$ cat src/spp_pkg.sv
package spp_pkg;
    // memory geometry: sectors, 4KB subsectors per sector, volatile lock units
    localparam int SPP_NSEC = 8;
    localparam int SPP_NSUB = 16;
    localparam int SPP_NVU = 2 * SPP_NSUB + SPP_NSEC - 2;
    localparam int SPP_AW = 7;  // global subsector index width
    localparam int SPP_UW = 6;  // volatile unit index width

    // protection mode register
    localparam logic [15:0] SPP_PMODE_RST = 16'hffff;  // as delivered, reserved bits read 1
    localparam int SPP_PM_PW = 2;   // password mode selector
    localparam int SPP_PM_SEC = 1;  // sector protection lock

    // volatile and nonvolatile state after reset
    localparam logic SPP_FREEZE_RST = 1'b1;
    localparam logic SPP_NV_RST = 1'b1;        // delivered: unlocked
    localparam logic [63:0] SPP_PW_RST = 64'hffff_ffff_ffff_ffff;
    localparam logic [1:0] SPP_VL_RST = 2'h0;
    localparam int SPP_VL_WLOCK = 0;  // per-unit write lock bit
    localparam int SPP_VL_LDOWN = 1;  // per-unit lock-down bit

    // command opcodes on the serial link (first byte of a frame)
    localparam logic [7:0] SPP_OP_RD_PMODE = 8'h2d;
    localparam logic [7:0] SPP_OP_WR_PMODE = 8'h2c;
    localparam logic [7:0] SPP_OP_RD_FREEZE = 8'ha7;
    localparam logic [7:0] SPP_OP_WR_FREEZE = 8'ha6;
    localparam logic [7:0] SPP_OP_UNLOCK = 8'h29;
    localparam logic [7:0] SPP_OP_PROG_PW = 8'h28;
    localparam logic [7:0] SPP_OP_RD_PW = 8'h27;
    localparam logic [7:0] SPP_OP_WR_NV = 8'he3;
    localparam logic [7:0] SPP_OP_ER_NV = 8'he4;
    localparam logic [7:0] SPP_OP_RD_NV = 8'he2;
    localparam logic [7:0] SPP_OP_WR_VL = 8'he5;
    localparam logic [7:0] SPP_OP_RD_VL = 8'he8;
    localparam logic [7:0] SPP_OP_SOFT_RST = 8'h99;

    // exact frame lengths in bytes, opcode included, and the byte counter's saturation value
    localparam logic [3:0] SPP_LEN_OPC = 4'h1;
    localparam logic [3:0] SPP_LEN_ADDR = 4'h2;
    localparam logic [3:0] SPP_LEN_PMODE = 4'h3;
    localparam logic [3:0] SPP_LEN_VWR = 4'h3;
    localparam logic [3:0] SPP_LEN_PW = 4'h9;
    localparam logic [3:0] SPP_IDX_MAX = 4'hf;

    // received byte events from the link front end
    typedef struct packed {
        logic start;
        logic stop;
        logic valid;
        logic [7:0] data;
    } spp_rx_t;

    // program/erase permission query from the array engine
    typedef struct packed {
        logic req;
        logic [SPP_AW-1:0] addr;
    } spp_pe_t;
endpackage : spp_pkg

$ cat src/spp_link.sv
module spp_link
    import spp_pkg::*;
(
    input wire logic sys_clk_in,
    input wire logic rstn_in,
    input wire logic sck_in,
    input wire logic cs_n_in,
    input wire logic mosi_in,
    input wire logic [7:0] tx_byte_in,
    output spp_rx_t rx_out,
    output logic miso_out,
    output logic miso_oe_n_out
);
    logic sck_s1_r, sck_s2_r, sck_s3_r;  // link clock synchroniser and edge history
    logic cs_s1_r, cs_s2_r, cs_s3_r;     // select synchroniser and edge history
    logic mosi_s1_r, mosi_s2_r;          // data synchroniser
    logic [2:0] bit_r;                   // bit position within current byte
    logic [6:0] rx_sh_r;                 // incoming bits, msb first
    logic load_r;                        // next falling edge starts a new reply byte
    logic [6:0] tx_sh_r;                 // remaining reply bits
    spp_rx_t rx_r;
    logic miso_r, oe_n_r;
    logic rise, fall, fstart, fstop;

    // only the second stage feeds logic; the third is edge history
    always_ff @(posedge sys_clk_in or negedge rstn_in) begin
        if (!rstn_in) begin
            {sck_s1_r, sck_s2_r, sck_s3_r} <= 3'h0;
            {cs_s1_r, cs_s2_r, cs_s3_r} <= 3'h7;
            {mosi_s1_r, mosi_s2_r} <= 2'h0;
        end else begin
            {sck_s1_r, sck_s2_r, sck_s3_r} <= {sck_in, sck_s1_r, sck_s2_r};
            {cs_s1_r, cs_s2_r, cs_s3_r} <= {cs_n_in, cs_s1_r, cs_s2_r};
            {mosi_s1_r, mosi_s2_r} <= {mosi_in, mosi_s1_r};
        end
    end

    // edges only count inside a frame, the link clock may idle high or low
    assign rise = sck_s2_r & ~sck_s3_r & ~cs_s2_r;
    assign fall = ~sck_s2_r & sck_s3_r & ~cs_s2_r;
    assign fstart = cs_s3_r & ~cs_s2_r;
    assign fstop = ~cs_s3_r & cs_s2_r;

    // receive side: sample on rising edge, emit one byte event per eight bits
    always_ff @(posedge sys_clk_in or negedge rstn_in) begin
        if (!rstn_in) begin
            bit_r <= 3'h0;
            rx_sh_r <= 7'h00;
            rx_r <= '0;
        end else begin
            rx_r <= '0;
            rx_r.start <= fstart;
            rx_r.stop <= fstop;
            if (fstart) begin
                bit_r <= 3'h0;
            end else if (rise) begin
                bit_r <= bit_r + 3'h1;
                rx_sh_r <= {rx_sh_r[5:0], mosi_s2_r};
                if (bit_r == 3'h7) begin
                    rx_r.valid <= 1'b1;
                    rx_r.data <= {rx_sh_r, mosi_s2_r};
                end
            end
        end
    end

    // reply side: shift on falling edge; tx_byte_in must settle within half a link period
    always_ff @(posedge sys_clk_in or negedge rstn_in) begin
        if (!rstn_in) begin
            load_r <= 1'b0;
            tx_sh_r <= 7'h00;
            miso_r <= 1'b0;
            oe_n_r <= 1'b1;
        end else begin
            oe_n_r <= cs_s2_r;
            if (fstart) begin
                load_r <= 1'b0;
                tx_sh_r <= 7'h00;
                miso_r <= 1'b0;
            end else begin
                if (rise && bit_r == 3'h7) begin
                    load_r <= 1'b1;
                end
                if (fall) begin
                    load_r <= 1'b0;
                    if (load_r) begin
                        miso_r <= tx_byte_in[7];
                        tx_sh_r <= tx_byte_in[6:0];
                    end else begin
                        miso_r <= tx_sh_r[6];
                        tx_sh_r <= {tx_sh_r[5:0], 1'b0};
                    end
                end
            end
        end
    end

    assign rx_out = rx_r;
    assign miso_out = miso_r;
    assign miso_oe_n_out = oe_n_r;
endmodule : spp_link

$ cat src/spp_protect.sv
// Functional notes
// sixteen-bit mode register, only bits two, one
// per-sector nonvolatile lock, zero means locked
// per-sector volatile lock, cleared on reset
// end sectors: volatile locks per 4KB subsector
// mode bit two zero: password hidden, fixed
// bit one zero forbids ever clearing bit two
// mode bits one-shot, never both zero
// host should commit one mode bit early
// host sets password first; later changes refused
// password mode: freeze set needs right password
// wrong password keeps freeze and locks
// host picks password mode before sector bit
// delivered with every sector unlocked
// freeze zero blocks nonvolatile lock changes
// host freezes only after configuring locks
// freeze read returns bit zero, rest zero
// password mode: freeze locked after reset
// correct unlock command sets freeze
// freeze write command clears freeze
// write locks one sector, erase frees all
// volatile lock-down freezes both bits until reset
// locked sector or unit refuses program, erase
module spp_protect
    import spp_pkg::*;
(
    input wire logic sys_clk_in,
    input wire logic rstn_in,
    input wire logic sck_in,
    input wire logic cs_n_in,
    input wire logic mosi_in,
    input wire spp_pe_t pe_in,
    output logic miso_out,
    output logic miso_oe_n_out,
    output logic pe_done_out,
    output logic pe_deny_out,
    output logic freeze_out,
    output logic pw_mode_out
);
    spp_rx_t rx;                         // byte events from the link
    logic [7:0] tx_byte;                 // reply byte offered to the link
    logic [7:0] opc_r;                   // opcode of the current frame
    logic [3:0] idx_r;                   // bytes received in the current frame
    logic [SPP_AW-1:0] addr_r;           // first argument byte
    logic [63:0] dat_r;                  // all argument bytes, last in low bits
    logic [15:0] pmode_r;                // protection mode register
    logic freeze_r;                      // global freeze bit
    logic [63:0] pw_r;                   // stored password
    logic [SPP_NSEC-1:0] nv_r;           // nonvolatile lock bits, 0 = locked
    logic [1:0] vl_r [SPP_NVU];          // volatile lock registers
    logic pe_done_r, pe_deny_r;
    logic pw_mode;                       // password protection active
    logic pw_ok;                         // argument matches stored password
    logic [SPP_UW-1:0] vsel;             // volatile unit of the current frame
    logic pw_mode_r; // registered password mode for the pin
    logic cmd_soft; // soft reset frame ends this cycle
    logic cmd_unlock; // unlock frame ends this cycle
    logic cmd_wrfz; // freeze write frame ends this cycle
    logic cmd_ernv; // lock erase frame ends this cycle

    // map a global subsector index onto a volatile lock unit
    function automatic logic [SPP_UW-1:0] spp_vunit(input logic [SPP_AW-1:0] a);
        logic [2:0] sec;
        sec = a[6:4];
        if (sec == 3'h0) begin
            spp_vunit = {2'h0, a[3:0]};
        end else if (sec == 3'(SPP_NSEC - 1)) begin
            spp_vunit = SPP_UW'(SPP_NSUB) + {2'h0, a[3:0]};
        end else begin
            spp_vunit = SPP_UW'(2 * SPP_NSUB - 1) + {3'h0, sec};  // whole-sector lock
        end
    endfunction : spp_vunit

    // true when the finished frame is the given command of the exact length
    function automatic logic spp_cmd(input logic [7:0] op, input logic [3:0] len);
        spp_cmd = rx.stop && (opc_r == op) && (idx_r == len);
    endfunction : spp_cmd

    spp_link u_link (
        .sys_clk_in(sys_clk_in),
        .rstn_in(rstn_in),
        .sck_in(sck_in),
        .cs_n_in(cs_n_in),
        .mosi_in(mosi_in),
        .tx_byte_in(tx_byte),
        .rx_out(rx),
        .miso_out(miso_out),
        .miso_oe_n_out(miso_oe_n_out)
    );

    assign pw_mode = ~pmode_r[SPP_PM_PW];
    assign pw_ok = (dat_r == pw_r);
    assign vsel = spp_vunit(addr_r);

    // frame-end strobes for the checks: the function reads module state that
    // an assertion would not sample, so the checks look at these instead
    always_comb begin
        cmd_soft = spp_cmd(SPP_OP_SOFT_RST, SPP_LEN_OPC);
        cmd_unlock = spp_cmd(SPP_OP_UNLOCK, SPP_LEN_PW);
        cmd_wrfz = spp_cmd(SPP_OP_WR_FREEZE, SPP_LEN_OPC);
        cmd_ernv = spp_cmd(SPP_OP_ER_NV, SPP_LEN_OPC);
    end

    // password mode flag for the pin, one cycle behind the mode register
    // so that the output comes straight from a flop
    always_ff @(posedge sys_clk_in or negedge rstn_in) begin
        if (!rstn_in) begin
            pw_mode_r <= ~SPP_PMODE_RST[SPP_PM_PW];
        end else begin
            pw_mode_r <= pw_mode;
        end
    end

    // frame capture: opcode first, arguments shift into dat_r
    always_ff @(posedge sys_clk_in or negedge rstn_in) begin
        if (!rstn_in) begin
            opc_r <= 8'h00;
            idx_r <= 4'h0;
            addr_r <= '0;
            dat_r <= 64'h0;
        end else if (rx.start) begin
            idx_r <= 4'h0;
            opc_r <= 8'h00;
        end else if (rx.valid) begin
            if (idx_r == 4'h0) begin
                opc_r <= rx.data;
            end else begin
                dat_r <= {dat_r[55:0], rx.data};
            end
            if (idx_r == 4'h1) begin
                addr_r <= rx.data[SPP_AW-1:0];
            end
            // saturate so an overlong frame never wraps onto a valid length
            if (idx_r != SPP_IDX_MAX) begin
                idx_r <= idx_r + 4'h1;
            end
        end
    end

    // protection mode register: one-shot clears, mutually exclusive
    always_ff @(posedge sys_clk_in or negedge rstn_in) begin
        if (!rstn_in) begin
            pmode_r <= SPP_PMODE_RST;
        end else if (spp_cmd(SPP_OP_WR_PMODE, SPP_LEN_PMODE)) begin
            // a request to clear both at once is refused whole
            if (!dat_r[SPP_PM_PW] && !dat_r[SPP_PM_SEC]) begin
                pmode_r <= pmode_r;
            end else if (!dat_r[SPP_PM_PW] && pmode_r[SPP_PM_SEC]) begin
                pmode_r[SPP_PM_PW] <= 1'b0;
            end else if (!dat_r[SPP_PM_SEC] && pmode_r[SPP_PM_PW]) begin
                pmode_r[SPP_PM_SEC] <= 1'b0;
            end
        end
    end

    // password store: programmable only while password mode is off
    always_ff @(posedge sys_clk_in or negedge rstn_in) begin
        if (!rstn_in) begin
            pw_r <= SPP_PW_RST;
        end else if (spp_cmd(SPP_OP_PROG_PW, SPP_LEN_PW) && !pw_mode) begin
            pw_r <= dat_r;
        end
    end

    // global freeze bit
    always_ff @(posedge sys_clk_in or negedge rstn_in) begin
        if (!rstn_in) begin
            // hard reset also reloads the mode register, so password mode is off here
            freeze_r <= SPP_FREEZE_RST;
        end else if (spp_cmd(SPP_OP_SOFT_RST, SPP_LEN_OPC)) begin
            freeze_r <= ~pw_mode;
        end else if (spp_cmd(SPP_OP_WR_FREEZE, SPP_LEN_OPC)) begin
            freeze_r <= 1'b0;
        end else if (spp_cmd(SPP_OP_UNLOCK, SPP_LEN_PW)) begin
            // outside password mode the unlock needs no matching password
            if (pw_ok || !pw_mode) begin
                freeze_r <= 1'b1;
            end
        end
    end

    // nonvolatile lock bits, changeable only while freeze is 1
    always_ff @(posedge sys_clk_in or negedge rstn_in) begin
        if (!rstn_in) begin
            nv_r <= {SPP_NSEC{SPP_NV_RST}};
        end else if (freeze_r) begin
            if (spp_cmd(SPP_OP_WR_NV, SPP_LEN_ADDR)) begin
                nv_r[addr_r[6:4]] <= 1'b0;
            end else if (spp_cmd(SPP_OP_ER_NV, SPP_LEN_OPC)) begin
                nv_r <= {SPP_NSEC{1'b1}};
            end
        end
    end

    // volatile lock registers, one per unit
    genvar gi;
    generate
        for (gi = 0; gi < SPP_NVU; gi++) begin : g_vl
            always_ff @(posedge sys_clk_in or negedge rstn_in) begin
                if (!rstn_in) begin
                    vl_r[gi] <= SPP_VL_RST;
                end else if (spp_cmd(SPP_OP_SOFT_RST, SPP_LEN_OPC)) begin
                    vl_r[gi] <= SPP_VL_RST;
                end else if (spp_cmd(SPP_OP_WR_VL, SPP_LEN_VWR) &&
                             vsel == SPP_UW'(gi) && !vl_r[gi][SPP_VL_LDOWN]) begin
                    vl_r[gi] <= dat_r[1:0];
                end
            end

        end
    endgenerate

    // reply byte for the byte position that the host clocks next
    always_comb begin
        tx_byte = 8'h00;
        case (opc_r)
            SPP_OP_RD_PMODE: begin
                if (idx_r == 4'h1) begin
                    tx_byte = pmode_r[15:8];
                end else if (idx_r == 4'h2) begin
                    tx_byte = pmode_r[7:0];
                end
            end
            SPP_OP_RD_FREEZE: begin
                tx_byte = {7'h00, freeze_r};
            end
            SPP_OP_RD_NV: begin
                if (idx_r >= SPP_LEN_ADDR) begin
                    tx_byte = {7'h00, nv_r[addr_r[6:4]]};
                end
            end
            SPP_OP_RD_VL: begin
                if (idx_r >= SPP_LEN_ADDR) begin
                    tx_byte = {6'h00, vl_r[vsel]};
                end
            end
            SPP_OP_RD_PW: begin
                // in password mode the password never leaves the device
                if (!pw_mode && idx_r >= 4'h1 && idx_r < SPP_LEN_PW) begin
                    tx_byte = pw_r[8 * (9 - int'(idx_r)) - 1 -: 8];
                end
            end
            default: begin
                tx_byte = 8'h00;
            end
        endcase
    end

    // program/erase permission for the array engine, answered next cycle
    always_ff @(posedge sys_clk_in or negedge rstn_in) begin
        if (!rstn_in) begin
            pe_done_r <= 1'b0;
            pe_deny_r <= 1'b0;
        end else begin
            pe_done_r <= pe_in.req;
            if (pe_in.req) begin
                pe_deny_r <= ~nv_r[pe_in.addr[6:4]] |
                             vl_r[spp_vunit(pe_in.addr)][SPP_VL_WLOCK];
            end
        end
    end

    assign pe_done_out = pe_done_r;
    assign pe_deny_out = pe_deny_r;
    assign freeze_out = freeze_r;
    assign pw_mode_out = pw_mode_r;
endmodule : spp_protect

$ cat config.mk
export PLATFORM = sky130hd
export DESIGN_NAME = spp_protect
export DESIGN_NICKNAME = d
export VERILOG_FILES = /design/src/spp_pkg.sv /design/src/spp_link.sv /design/src/spp_protect.sv
export SDC_FILE = /design/constraint.sdc
export NUM_CORES = 1
export LEC_CHECK = 0
export ABC_AREA = 1
export BUFFER_PORTS_ARGS = -buffer_cell sky130_fd_sc_hd__buf_2
export CAP_MARGIN = 0
export CORE_UTILIZATION = 35
export CTS_BUF_LIST = sky130_fd_sc_hd__clkbuf_2
export CTS_CLUSTER_DIAMETER = 40
export DETAILED_ROUTE_END_ITERATION = 6
export PLACE_DENSITY = 0.49
export REMOVE_ABC_BUFFERS = 1
export SYNTH_ARGS = -nofsm -noshare
export SYNTH_HDL_FRONTEND = slang
export SYNTH_SLANG_ARGS = --single-unit
$ cat constraint.sdc
create_clock -name sys_clk_in -period 3.3 [get_ports sys_clk_in]
set_input_delay 0.33 -clock sys_clk_in [delete_from_list [all_inputs] [get_ports sys_clk_in]]
set_output_delay 0.33 -clock sys_clk_in [all_outputs]
set_load 0.05 [all_outputs]
==> results of run 1 <==
final cells by class:
type	instances	area share (%)
multi-input combinational	1244	38.6
clock buffer	126	3.96
sequential	275	43.8
clock inverter	17	1.08
timing repair buffer	53	3.02
tap	525	4.12
inverter	224	5.28
antenna	7	0.110
cell families (layout without fill, tap and decap cells):
| kind of cell | Yosys count | after routing | synth area share, % |
|---|---|---|---|
| and+or+nand+nor | 789 | 789 | 23.5 |
| AOI/OAI and AO/OA | 383 | 383 | 14.6 |
| buffers and inverters | 296 | 420 | 8.14 |
| DFF | 275 | 275 | 48.9 |
| xor gates and xnor gates | 56 | 56 | 3.44 |
| adders and majority gates | 16 | 16 | 1.40 |
| other | 0 | 7 | 0 |
state kept, by name, indices dropped and copies added, names as in the netlist, 2 cells and up:
name / count
addr_r: 7
dat_r: 64
idx_r: 4
nv_r: 8
opc_r: 8
pmode_r: 2
pw_r: 64
u_link.bit_r: 3
u_link.rx_out: 11
u_link.rx_sh_r: 7
u_link.tx_sh_r: 7
vl_r: 76
synth_stat cells (29+ instances only):
| library cell | count | share of area (%) |
|---|---|---|
| clkbuf_1 | 56 | 1.5 |
| dfrtp_1 | 197 | 35 |
| nor2_1 | 129 | 3.4 |
| nand2_1 | 471 | 12 |
| o22ai_1 | 29 | 1.3 |
| xnor2_1 | 43 | 2.6 |
| a21oi_1 | 45 | 1.6 |
| o21ai_0 | 231 | 8.1 |
| dfstp_2 | 78 | 14 |
| inv_1 | 212 | 5.6 |
| nand4_1 | 37 | 1.6 |
| nand3_1 | 103 | 3.6 |
per-stage QoR:
stage / util (%) / TNS [ns] / hold WS [ns] / std cells / worst slack [ns]
2_1_floorplan: - / -38.45 / 0.0344 / 1743 / -0.472
3_3_place_gp: 37.3 / 0 / 0.332 / 2306 / 0.172
3_5_place_dp: 37.3 / 0 / 0.346 / 2306 / 0.305
4_1_cts: 39.8 / 0 / 0.357 / 2464 / 0.272
5_1_grt: 39.8 / 0 / 0.366 / 2471 / 0.0875
6_report: 39.8 / 0 / 0.360 / 2471 / 0.289
per-layer routing:
| layer | vias up | GRT usage, % | wire, um |
|---|---|---|---|
| met3 | 95 | 4.46 | 2030 |
| li1 | 6117 | - | - |
| met2 | 288 | 33.4 | 19700 |
| met5 | - | 0 | 0 |
| met4 | 0 | 8.62 | 1310 |
| met1 | 5879 | 28.9 | 20300 |
critical path: stages, from the launching register on:
cell	delay, ns
dfrtp_1	0.48
inv_1	0.15
ha_1	0.23
inv_1	0.09
nand2_2	0.09
nand3_1	0.18
nand2_2	0.39
nor2_2	0.66
inv_1	0.16
nor2_1	0.16
nand2_1	0.09
nand3_1	0.09
o21ai_1	0.09
worst max path at each step:
stage                           from  slack, ns              endpoint  depth (start not counted)
6_report       addr_r[5]$_DFFE_PN0P_       0.29  vl_r[52]$_DFFE_PN0P_                         12
5_1_grt        addr_r[5]$_DFFE_PN0P_       0.09  vl_r[12]$_DFFE_PN0P_                         12
4_1_cts         idx_r[2]$_DFFE_PN0P_       0.27  vl_r[66]$_DFFE_PN0P_                          9
3_5_place_dp    idx_r[2]$_DFFE_PN0P_       0.30  vl_r[72]$_DFFE_PN0P_                          9
3_3_place_gp    idx_r[2]$_DFFE_PN0P_       0.17  vl_r[48]$_DFFE_PN0P_                          9
2_1_floorplan   idx_r[0]$_DFFE_PN0P_      -0.47  dat_r[0]$_DFFE_PN0P_                          5
report_power, final:
group / switching, mW / internal [mW] / leakage, nW
Clock: 1.56 / 1.31 / 0.610
Sequential: 0.0150 / 3.40 / 3.53
Combinational: 0.170 / 0.0650 / 3.03
Total: 1.75 / 4.77 / 7.17
timing repair:
action,4_1_cts,5_1_grt
endpoints found under the setup margin,0,1
hold buffers,15,0
gates resized for setup,0,1
buffers inserted,0,0
endpoints found under the hold margin,218,0
==> metrics.md, run 1 <==
| Metric | Value |
|---|---|
| Run status | finished clean |
| Max_cap viols | 0 |
| Ys flop type | dfrtp_1 |
| Worst r2r src | addr_r[5]$_DFFE_PN0P_ |
| Root Buffer | clkbuf_2 |
| Syn Inst Count | 1815 |
| Crit Reg-Reg Endpoint | vl_r[52]$_DFFE_PN0P_ |
| Register area share after synthesis | 48.9% |
| Most frequent cells in the layout | 469 x nand2_1, 231 x o21ai_0, 212 x inv_1 |
| Fillcell total | 4201 |
| Area grow syn2layout | 11.7% |
| Vias/cell | 5.01 |
| Commonest non-fill, non-tap cell in the layout | nand2_1 |
| 1st-iter DRT viols | 970 |
| CP Launch Type | flip-flop |
| Rel. slew slack | 22.0% |
| Pleak | 7.17 nW |
| Post-route ant nets | 0 |
| Sequential cell area | 6980 sq um |
| Fin crit share | 91.2% |
| TritonCTS clock tree | done |
| FMAX | 0.332 GHz |
| Antenna violations before repair | 2 |
| Total Die Area | 41600 sq um |
| Clk_lat worst skew | 1.06 ns |
| Final Instance Area | 15900 sq um |
| Endpoint class of the critical path | flip-flop |
| H-Tree Depth | 3 |
| Nets@finish | 1908 |
| PD cells | 409 nW/um^2 |
| DP HPWL | 29400 um |
| Drt pass-1 iters | 5 |
| Avg Cell Area, Syn | 7.86 sq um |
| DR vias | 12400 |
| Total power draw | 6.52 mW |
| Synth unique cells | 49 |
| Worst Path Required | 4.17 ns |
| Fin. max-slew vios | 0 |
| Cell Rows | 73 |
| Largest net degree at the start of global routing | 129 |
| CP arrival | 3.88 ns |
| Starting Density | 35.7% |
| Number of global-route vias before repair | 12200 |
| Placer Congestion | 0.859 |
| Die Span Y | 204 um |
| Drt total wl | 43300 um |
| Final min period | 3.01 ns |
| Synth Register Bits | 275 |
| Num CTS Buffers | 81 |
| Core ar. | 40000 sq um |
| DIE WIDTH | 204 um |
| GRT Total Usage | 21.4% |
| Class of the most critical setup path | flip-flop to flip-flop |
| Final setup fails | 0 |
| Worst hold path endpoint | u_link.cs_s2_r$_DFF_PN1_ |
| First-pass GRT wire length | 68800 um |
| I/O Buffers | 18 |
| Hold depth | 0 |
| # DRC | 0 |
| Async SR Flop Fraction | 100% |
| Worst-margin pin slew | 1.17 ns |
| Warnings from Yosys | 0 |
| CTS Sinks | 275 |
| RSZ-0062 raised after global routing | no |
| Multi-input gate area | 6160 sq um |
| Final setup skew | 0.0703 ns |
| Placed cell area | 14900 sq um |
| Hold path startpoint | u_link.cs_s1_r$_DFF_PN1_ |
| Worst VDD drop | 0.237 mV |
| Boundary Pins | 19 |
| Avg WL per Cell | 17.5 um |
| Clock Pin Slew Worst Setup and Hold Paths | 0.09 ns |
| Worst-path maximum fanout | 25 |
| Clk buf depth | 3 |
| Post-Synthesis Cell Area | 14300 sq um |
| R2R depth | 12 |
| Class of the worst hold path | flip-flop to flip-flop |
| Layout cells sized above 1 | 14.9% |
| Fin. Hold Viols | 0 |
| Number of synthesized flops with an enable pin | 0 |
| Worst R2R Setup Slack | 0.29 ns |
| Congestion Overflow GR | 0 |
Power figures use the tool's default switching activity.
==> run 2: changes to the inputs <==
- CORE_UTILIZATION: 35 -> 40
- PLACE_DENSITY: 0.49 -> 0.55
==> run 2 against run 1 <==
Compared with the run above:
- total power fell by 1.8%
- utilization increased by 5.6 points
- sequential share of layout area increased by 0.36 points
- wire length down 2.7%
- first-iteration DRC count grew 8.2%
- critical path depth rose by 8
- worst hold slack got worse by 0.26 ns
- worst setup slack better by 0.079 ns
- global-route usage grew 2.7 points
- final cell count is 3.0% lower
- die area decreased by 12%
==> metrics.md, run 2 (synthesized netlist as in run 1, its figures left out) <==
| Metric | Value |
|---|---|
| Resized Gates After CTS | 0 (unchanged) |
| Post-route ant nets | 0 (unchanged) |
| Num CTS Buffers | 79 (-2.5%) |
| Nets@finish | 1906 (-0.10%) |
| 1st-iter DRT viols | 1050 (+8.2%) |
| Clk buf depth | 3 (unchanged) |
| DP HPWL | 28800 um (-2.1%) |
| Vias/cell | 5.20 (+3.8%) |
| Class of the worst hold path | input port to flip-flop |
| Register bank with the most flops | vl_r |
| H-Tree Depth | 3 (unchanged) |
| Fin. Hold Viols | 0 (unchanged) |
| I/O Buffers | 18 (unchanged) |
| Worst-path maximum fanout | 19 (-24%) |
| Antenna violations before repair | 2 (unchanged) |
| Post-Layout Cell Count | 2398 (-3.0%) |
| Starting Density | 41.0% (+5.3 points) |
| Endpoint class of the critical path | flip-flop |
| Congestion Overflow GR | 0 (unchanged) |
| Drt pass-1 iters | 7 (+2) |
| Area grow syn2layout | 10.8% |
| Clock Pin Slew Worst Setup and Hold Paths | 0.10 ns (about the same) |
| Most frequent cells in the layout | 469 x nand2_1, 231 x o21ai_0, 212 x inv_1 |
| Avg WL per Cell | 17.6 um (+0.23%) |
| Number of global-route vias before repair | 12400 (+1.7%) |
| First-pass GRT wire length | 68000 um (-1.1%) |
| Placer Congestion | 0.900 (+4.8%) |
| Final Core Density | 45.4% (+5.6 points) |
| Die Span Y | 191 um (-6.4%) |
| Worst-margin pin slew | 1.26 ns (+0.0909 ns) |
| Max reg flops | 76 (unchanged) |
| Setup bufs post-CTS | 0 (unchanged) |
| Fin. max-slew vios | 0 (unchanged) |
| Drt total wl | 42100 um (-2.7%) |
| Final setup skew | 0.0843 ns (+0.0140 ns) |
| Layout cells sized above 1 | 14.9% (-0.023 points) |
| DIE WIDTH | 191 um (-6.4%) |
| Commonest non-fill, non-tap cell in the layout | nand2_1 |
| Worst VDD drop | 0.230 mV (-3.0%) |
| Total Die Area | 36400 sq um (-12%) |
| Placed cell count | 2239 (-2.9%) |
| Pleak | 7.15 nW (-0.19%) |
| Fin crit share | 88.8% (-2.4 points) |
| Multi-input gate area | 6150 sq um (-0.10%) |
| Worst Path Required | 4.11 ns (-0.06 ns) |
| Run status | finished clean |
| Fillcell total | 3624 (-14%) |
| Sequential cell area | 6980 sq um (unchanged) |
| Core ar. | 34800 sq um (-13%) |
| CTS Sinks | 275 (unchanged) |
| DR vias | 12500 (+0.70%) |
| # DRC | 0 (unchanged) |
| Rel. slew slack | 15.9% (-6.2 points) |
| Root Buffer | clkbuf_2 |
| Largest registers | vl_r x76, dat_r x64, pw_r x64 |
| TritonCTS clock tree | done |
| Max_cap viols | 0 (unchanged) |
| PD cells | 405 nW/um^2 (-1.0%) |
| Clk_lat worst skew | 0.99 ns (-0.07 ns) |
| Total power draw | 6.40 mW (-1.8%) |
| Largest net degree at the start of global routing | 129 (unchanged) |
| GRT Total Usage | 24.1% (+2.7 points) |
| CP arrival | 3.75 ns (-0.13 ns) |
| Setup TNS | 0 ns (unchanged) |
| CP Launch Type | flip-flop |
| Final setup fails | 0 (unchanged) |
| Cell Rows | 68 (-6.8%) |
| Final min period | 2.93 ns (-0.0788 ns) |
| Hold-fix buffers, CTS | 12 (-3) |
| Class of the most critical setup path | flip-flop to flip-flop |
| FMAX | 0.341 GHz (+2.7%) |
| Boundary Pins | 19 (unchanged) |
| RSZ-0062 raised after global routing | no |
[run 2: changes by cell type in the layout (fill, tap and decap cells not counted), sizes merged]
cell | before | now
clkbuf | 126 | 120
diode | 7 | 1
dlygate4sd3 | 14 | 11
buf | 39 | 42
clkinv | 14 | 20
bufinv | 4 | 3
clkinvlp | 0 | 2
inv | 223 | 225
[run 2: layout make-up]
cell class,instances,share of cell area (%)
Clock buffer,120,3.80
Clock inverter,26,1.20
Timing Repair Buffer,53,2.99
Tap cell,455,3.60
Sequential cell,275,44.2
Antenna cell,1,0.0158
Inverter,224,5.32
Multi-Input combinational cell,1244,38.9
[run 2: path summary, 6_finish.rpt]
path	slack [ns]	start	cells after the start	end
max	0.37	addr_r[5]$_DFFE_PN0P_	20	u_link.tx_sh_r[0]$_DFFE_PN0N_
max in group asynchronous	2.12	rstn_in	4	pw_r[19]$_DFFE_PN1P_
min	0.10	pe_in[2]	7	pe_deny_out$_DFFE_PN0P_
max reg2reg	0.37	addr_r[5]$_DFFE_PN0P_	20	u_link.tx_sh_r[0]$_DFFE_PN0N_
min reg2reg	0.35	u_link.mosi_s1_r$_DFF_PN0_	0	u_link.mosi_s2_r$_DFF_PN0_
min in group asynchronous	0.47	rstn_in	3	vl_r[60]$_DFFE_PN0P_
[run 2: layer usage]
| layer | share of wire (%) | vias to the layer above | track usage, % |
|---|---|---|---|
| li1 | - | 6101 | - |
| met1 | 46 | 5935 | 32.2 |
| met2 | 47 | 341 | 38.6 |
| met3 | 5.1 | 89 | 4.55 |
| met4 | 2.7 | 0 | 9.51 |
| met5 | 0 | - | 0 |
[run 2: worst max-delay path, stage by stage (launching register included)]
cell,delay (ns)
dfrtp_1,0.48
inv_1,0.17
ha_1,0.22
inv_1,0.07
nand2_2,0.11
nand2_4,0.10
nand2_2,0.11
nand2_2,0.30
buf_4,0.30
nand2_1,0.06
nand2_1,0.05
nand2_1,0.05
nand2_1,0.06
nand2_1,0.06
nand2_1,0.07
o21ai_1,0.12
nand3_1,0.15
nand2_1,0.11
nand2_1,0.05
nand2_1,0.05
nand2_1,0.05
[run 2: report_power, final]
| group | internal (mW) | total (mW) | switching [mW] |
|---|---|---|---|
| clock network | 1.21 | 2.75 | 1.54 |
| registers | 3.40 | 3.41 | 0.0152 |
| logic | 0.0676 | 0.236 | 0.169 |
| total | 4.68 | 6.40 | 1.72 |
[run 2: per-stage QoR]
stage	hold WS, ns	worst slack, ns	instance area, sq um
floorplan	0.0344	-0.472	13900
global placement	0.334	0.491	14900
detailed placement	0.336	0.483	14900
CTS	0.0416	0.393	15800
finish	0.104	0.368	15800
global route	0.0436	0.153	15800
==> run 3: changes to the inputs <==
- BUFFER_PORTS_ARGS: -buffer_cell sky130_fd_sc_hd__buf_2 -> default
- CORE_UTILIZATION: 40 -> 25
- DONT_BUFFER_PORTS: default -> 1
- PLACE_DENSITY: 0.55 -> 0.38
==> run 3 against run 2 <==
Compared with the run above:
- the flow now finishes with violations (negative hold slack)
- clock skew fell by 0.0089 ns
- die area up 59%
- fmax decreased by 5.6%
- utilization decreased by 17 points
- non-clock buffer count shrank 21
- highest routed layer unchanged
==> metrics.md, run 3 (synthesized netlist as in run 1, its figures left out) <==
| Metric | Value |
|---|---|
| Final setup fails | 0 (unchanged) |
| H-Tree Depth | 3 (unchanged) |
| First-pass GRT wire length | 72100 um (+6.0%) |
| Hold slack | -0.989 ns (-1.09 ns) |
| Num CTS Buffers | 85 (+7.6%) |
| Worst-margin pin slew | 1.13 ns (-0.126 ns) |
| Nets@finish | 1891 (-0.79%) |
| Worst VDD drop | 0.197 mV (-14%) |
| Hold-fix buffers, CTS | 13 (+1) |
| Commonest non-fill, non-tap cell in the layout | nand2_1 |
| Clock Power Share | 43.7% (+0.7 points) |
| Drt pass-1 iters | 5 (-2) |
| Clk buf depth | 3 (unchanged) |
| Root Buffer | clkbuf_2 |
| TritonCTS clock tree | done |
| Class of the most critical setup path | flip-flop to flip-flop |
| DR vias | 12300 (-1.7%) |
| Final min period | 3.11 ns (+0.175 ns) |
| CP peak stage delay | 0.91 ns (+0.43 ns) |
| CP Launch Point | idx_r[2]$_DFFE_PN0P_ |
| Fin. max-slew vios | 0 (unchanged) |
| Worst-path maximum fanout | 32 (+13) |
| Congestion Overflow GR | 0 (unchanged) |
| CP Launch Type | flip-flop |
| Max reg flops | 76 (unchanged) |
| Clk_lat worst skew | 1.07 ns (+0.08 ns) |
| GRT Total Usage | 16.2% (-7.9 points) |
| Boundary Pins | 19 (unchanged) |
| Most frequent cells in the layout | 469 x nand2_1, 231 x o21ai_0, 211 x inv_1 |
| Placer Congestion | 0.809 (-10%) |
| CP bufs+invs | 5 (+2) |
| Run status | finished, violations left |
| Cell Rows | 87 (+28%) |
| Area grow syn2layout | 12.5% |
| I/O Buffers | 0 (-18) |
| Max_cap viols | 0 (unchanged) |
| Clock Pin Slew Worst Setup and Hold Paths | 0.11 ns (about the same) |
| Sequential cell area | 6980 sq um (unchanged) |
| R2R depth | 9 (-55%) |
| DP HPWL | 31100 um (+8.1%) |
| Pleak | 7.05 nW (-1.4%) |
| Number of global-route vias before repair | 12200 (-1.8%) |
| Setup WS post-layout | 0.193 ns (-0.175 ns) |
| Core ar. | 56400 sq um (+62%) |
| Worst Path Required | 4.18 ns (+0.07 ns) |
| RSZ-0062 raised after global routing | no |
| CTS Sinks | 275 (unchanged) |
| Starting Density | 25.3% (-16 points) |
| FMAX | 0.322 GHz (-5.6%) |
| Crit path max-delay family | simple AND/OR/NAND/NOR gates |
| Register bank with the most flops | vl_r |
| Violated checks | negative hold slack |
| Power Internal | 4.57 mW (-2.3%) |
| Vias/cell | 4.55 (-12%) |
| Post-route ant nets | 0 (unchanged) |
| Most used cell, CP | inv_1 |
| Dpl ws | 0.121 ns (-0.361 ns) |
| Die Span Y | 241 um (+26%) |
| Layout cells sized above 1 | 14.1% (-0.80 points) |
| Total power draw | 6.34 mW (-0.98%) |
| Slowest-stage cell, CP | nor4_1 |
| Fillcell total | 6327 (+75%) |
| Crit Reg-Reg Endpoint | vl_r[48]$_DFFE_PN0P_ |
| CP arrival | 3.99 ns (+0.24 ns) |
| Class of the worst hold path | input port to async pin |
| Fin. Hold Viols | 275 (+275) |
| DIE WIDTH | 241 um (+26%) |
| Multi-input gate area | 6170 sq um (+0.31%) |
| PD cells | 395 nW/um^2 (-2.5%) |
| Switch share | 27.9% (+0.96 points) |
| 1st-iter DRT viols | 706 (-33%) |
| Total Die Area | 58000 sq um (+59%) |
| Endpoint class of the critical path | flip-flop |
| Part of the power in registers | 54.0% (+0.7 points) |
| Fin crit share | 94.1% (+5.3 points) |
| CP Cell Sequence | nor2_1 > inv_1 > nor2_2 > inv_1 > nor4_1 > inv_1 > buf_4 > a31oi_1 > inv_1 |
| Drt total wl | 45700 um (+8.5%) |
| Largest registers | vl_r x76, dat_r x64, pw_r x64 |
| Rel. slew slack | 24.4% (+8.5 points) |
| Worst R2R Setup Slack | 0.19 ns (-0.17 ns) |
| Comb power frac | 2.2% (-1.5 points) |
| # DRC | 0 (unchanged) |
| Antenna violations before repair | 2 (unchanged) |
| Avg WL per Cell | 17.0 um (-3.4%) |
| NetSw | 1.77 mW (+2.5%) |
| Worst r2r src | idx_r[2]$_DFFE_PN0P_ |
| Final setup skew | 0.0754 ns (-0.00890 ns) |
| Largest net degree at the start of global routing | 276 (+110%) |
## run 3: repair_timing
item | 4_1_cts | 5_1_grt
endpoints found under the setup margin | 0 | 17
buffers inserted | 0 | 0
endpoints found under the hold margin | 280 | 275
resized for setup | 0 | 5
## run 3: layout make-up
type	count	share of cell area (%)
sequential	275	43.5
antenna	5	0.0780
inverter	224	5.24
timing repair buffer	32	1.93
tap	756	5.90
clock inverter	27	0.881
multi-input combinational	1244	38.4
clock buffer	129	4.02
## run 3: stage by stage
stage	area, sq um	util [%]	std cells	setup TNS [ns]
after floorplan	13900	-	1743	-38.45
after global placement	15100	26.8	2518	0
after detailed placement	15100	26.8	2518	0
after CTS	16000	28.4	2687	0
after global routing	16000	28.5	2692	0
final	16000	28.5	2692	0
## run 3: worst max-delay path by stage
| stage | to | slack, ns | cells after the start |
|---|---|---|---|
| after floorplan | dat_r[0]$_DFFE_PN0P_ | -0.47 | 5 |
| after global placement | vl_r[64]$_DFFE_PN0P_ | 0.23 | 11 |
| after detailed placement | vl_r[48]$_DFFE_PN0P_ | 0.12 | 11 |
| after CTS | vl_r[48]$_DFFE_PN0P_ | 0.08 | 11 |
| after global routing | vl_r[73]$_DFFE_PN0P_ | 0.03 | 9 |
| final | vl_r[48]$_DFFE_PN0P_ | 0.19 | 9 |
## run 3: metal layers
metal / vias to the layer above / share of wire (%) / track usage [%]
li1: 6094 / - / -
met1: 5865 / 46 / 20.9
met2: 225 / 48 / 27.1
met3: 71 / 3.7 / 3.26
met4: 0 / 2.4 / 5.56
met5: - / 0 / 0
## run 3: worst register-to-register path, delay by kind of cell (launching register included)
family	cells	cell delay [ns]
AND/OR/NAND/NOR	3	1.42
buffers and inverters	5	0.83
flip-flops	1	0.44
AO/OA/AOI/OAI	1	0.26
## run 3: power groups by stage
stage	Sequential (mW)	Clock, mW	Combinational [mW]
global route	3.43	3.10	0.156
finish	3.43	2.77	0.141
global placement	3.49	0	0.124
detailed placement	3.49	0	0.124
floorplan	3.48	0	0.0810
CTS	3.43	2.93	0.141
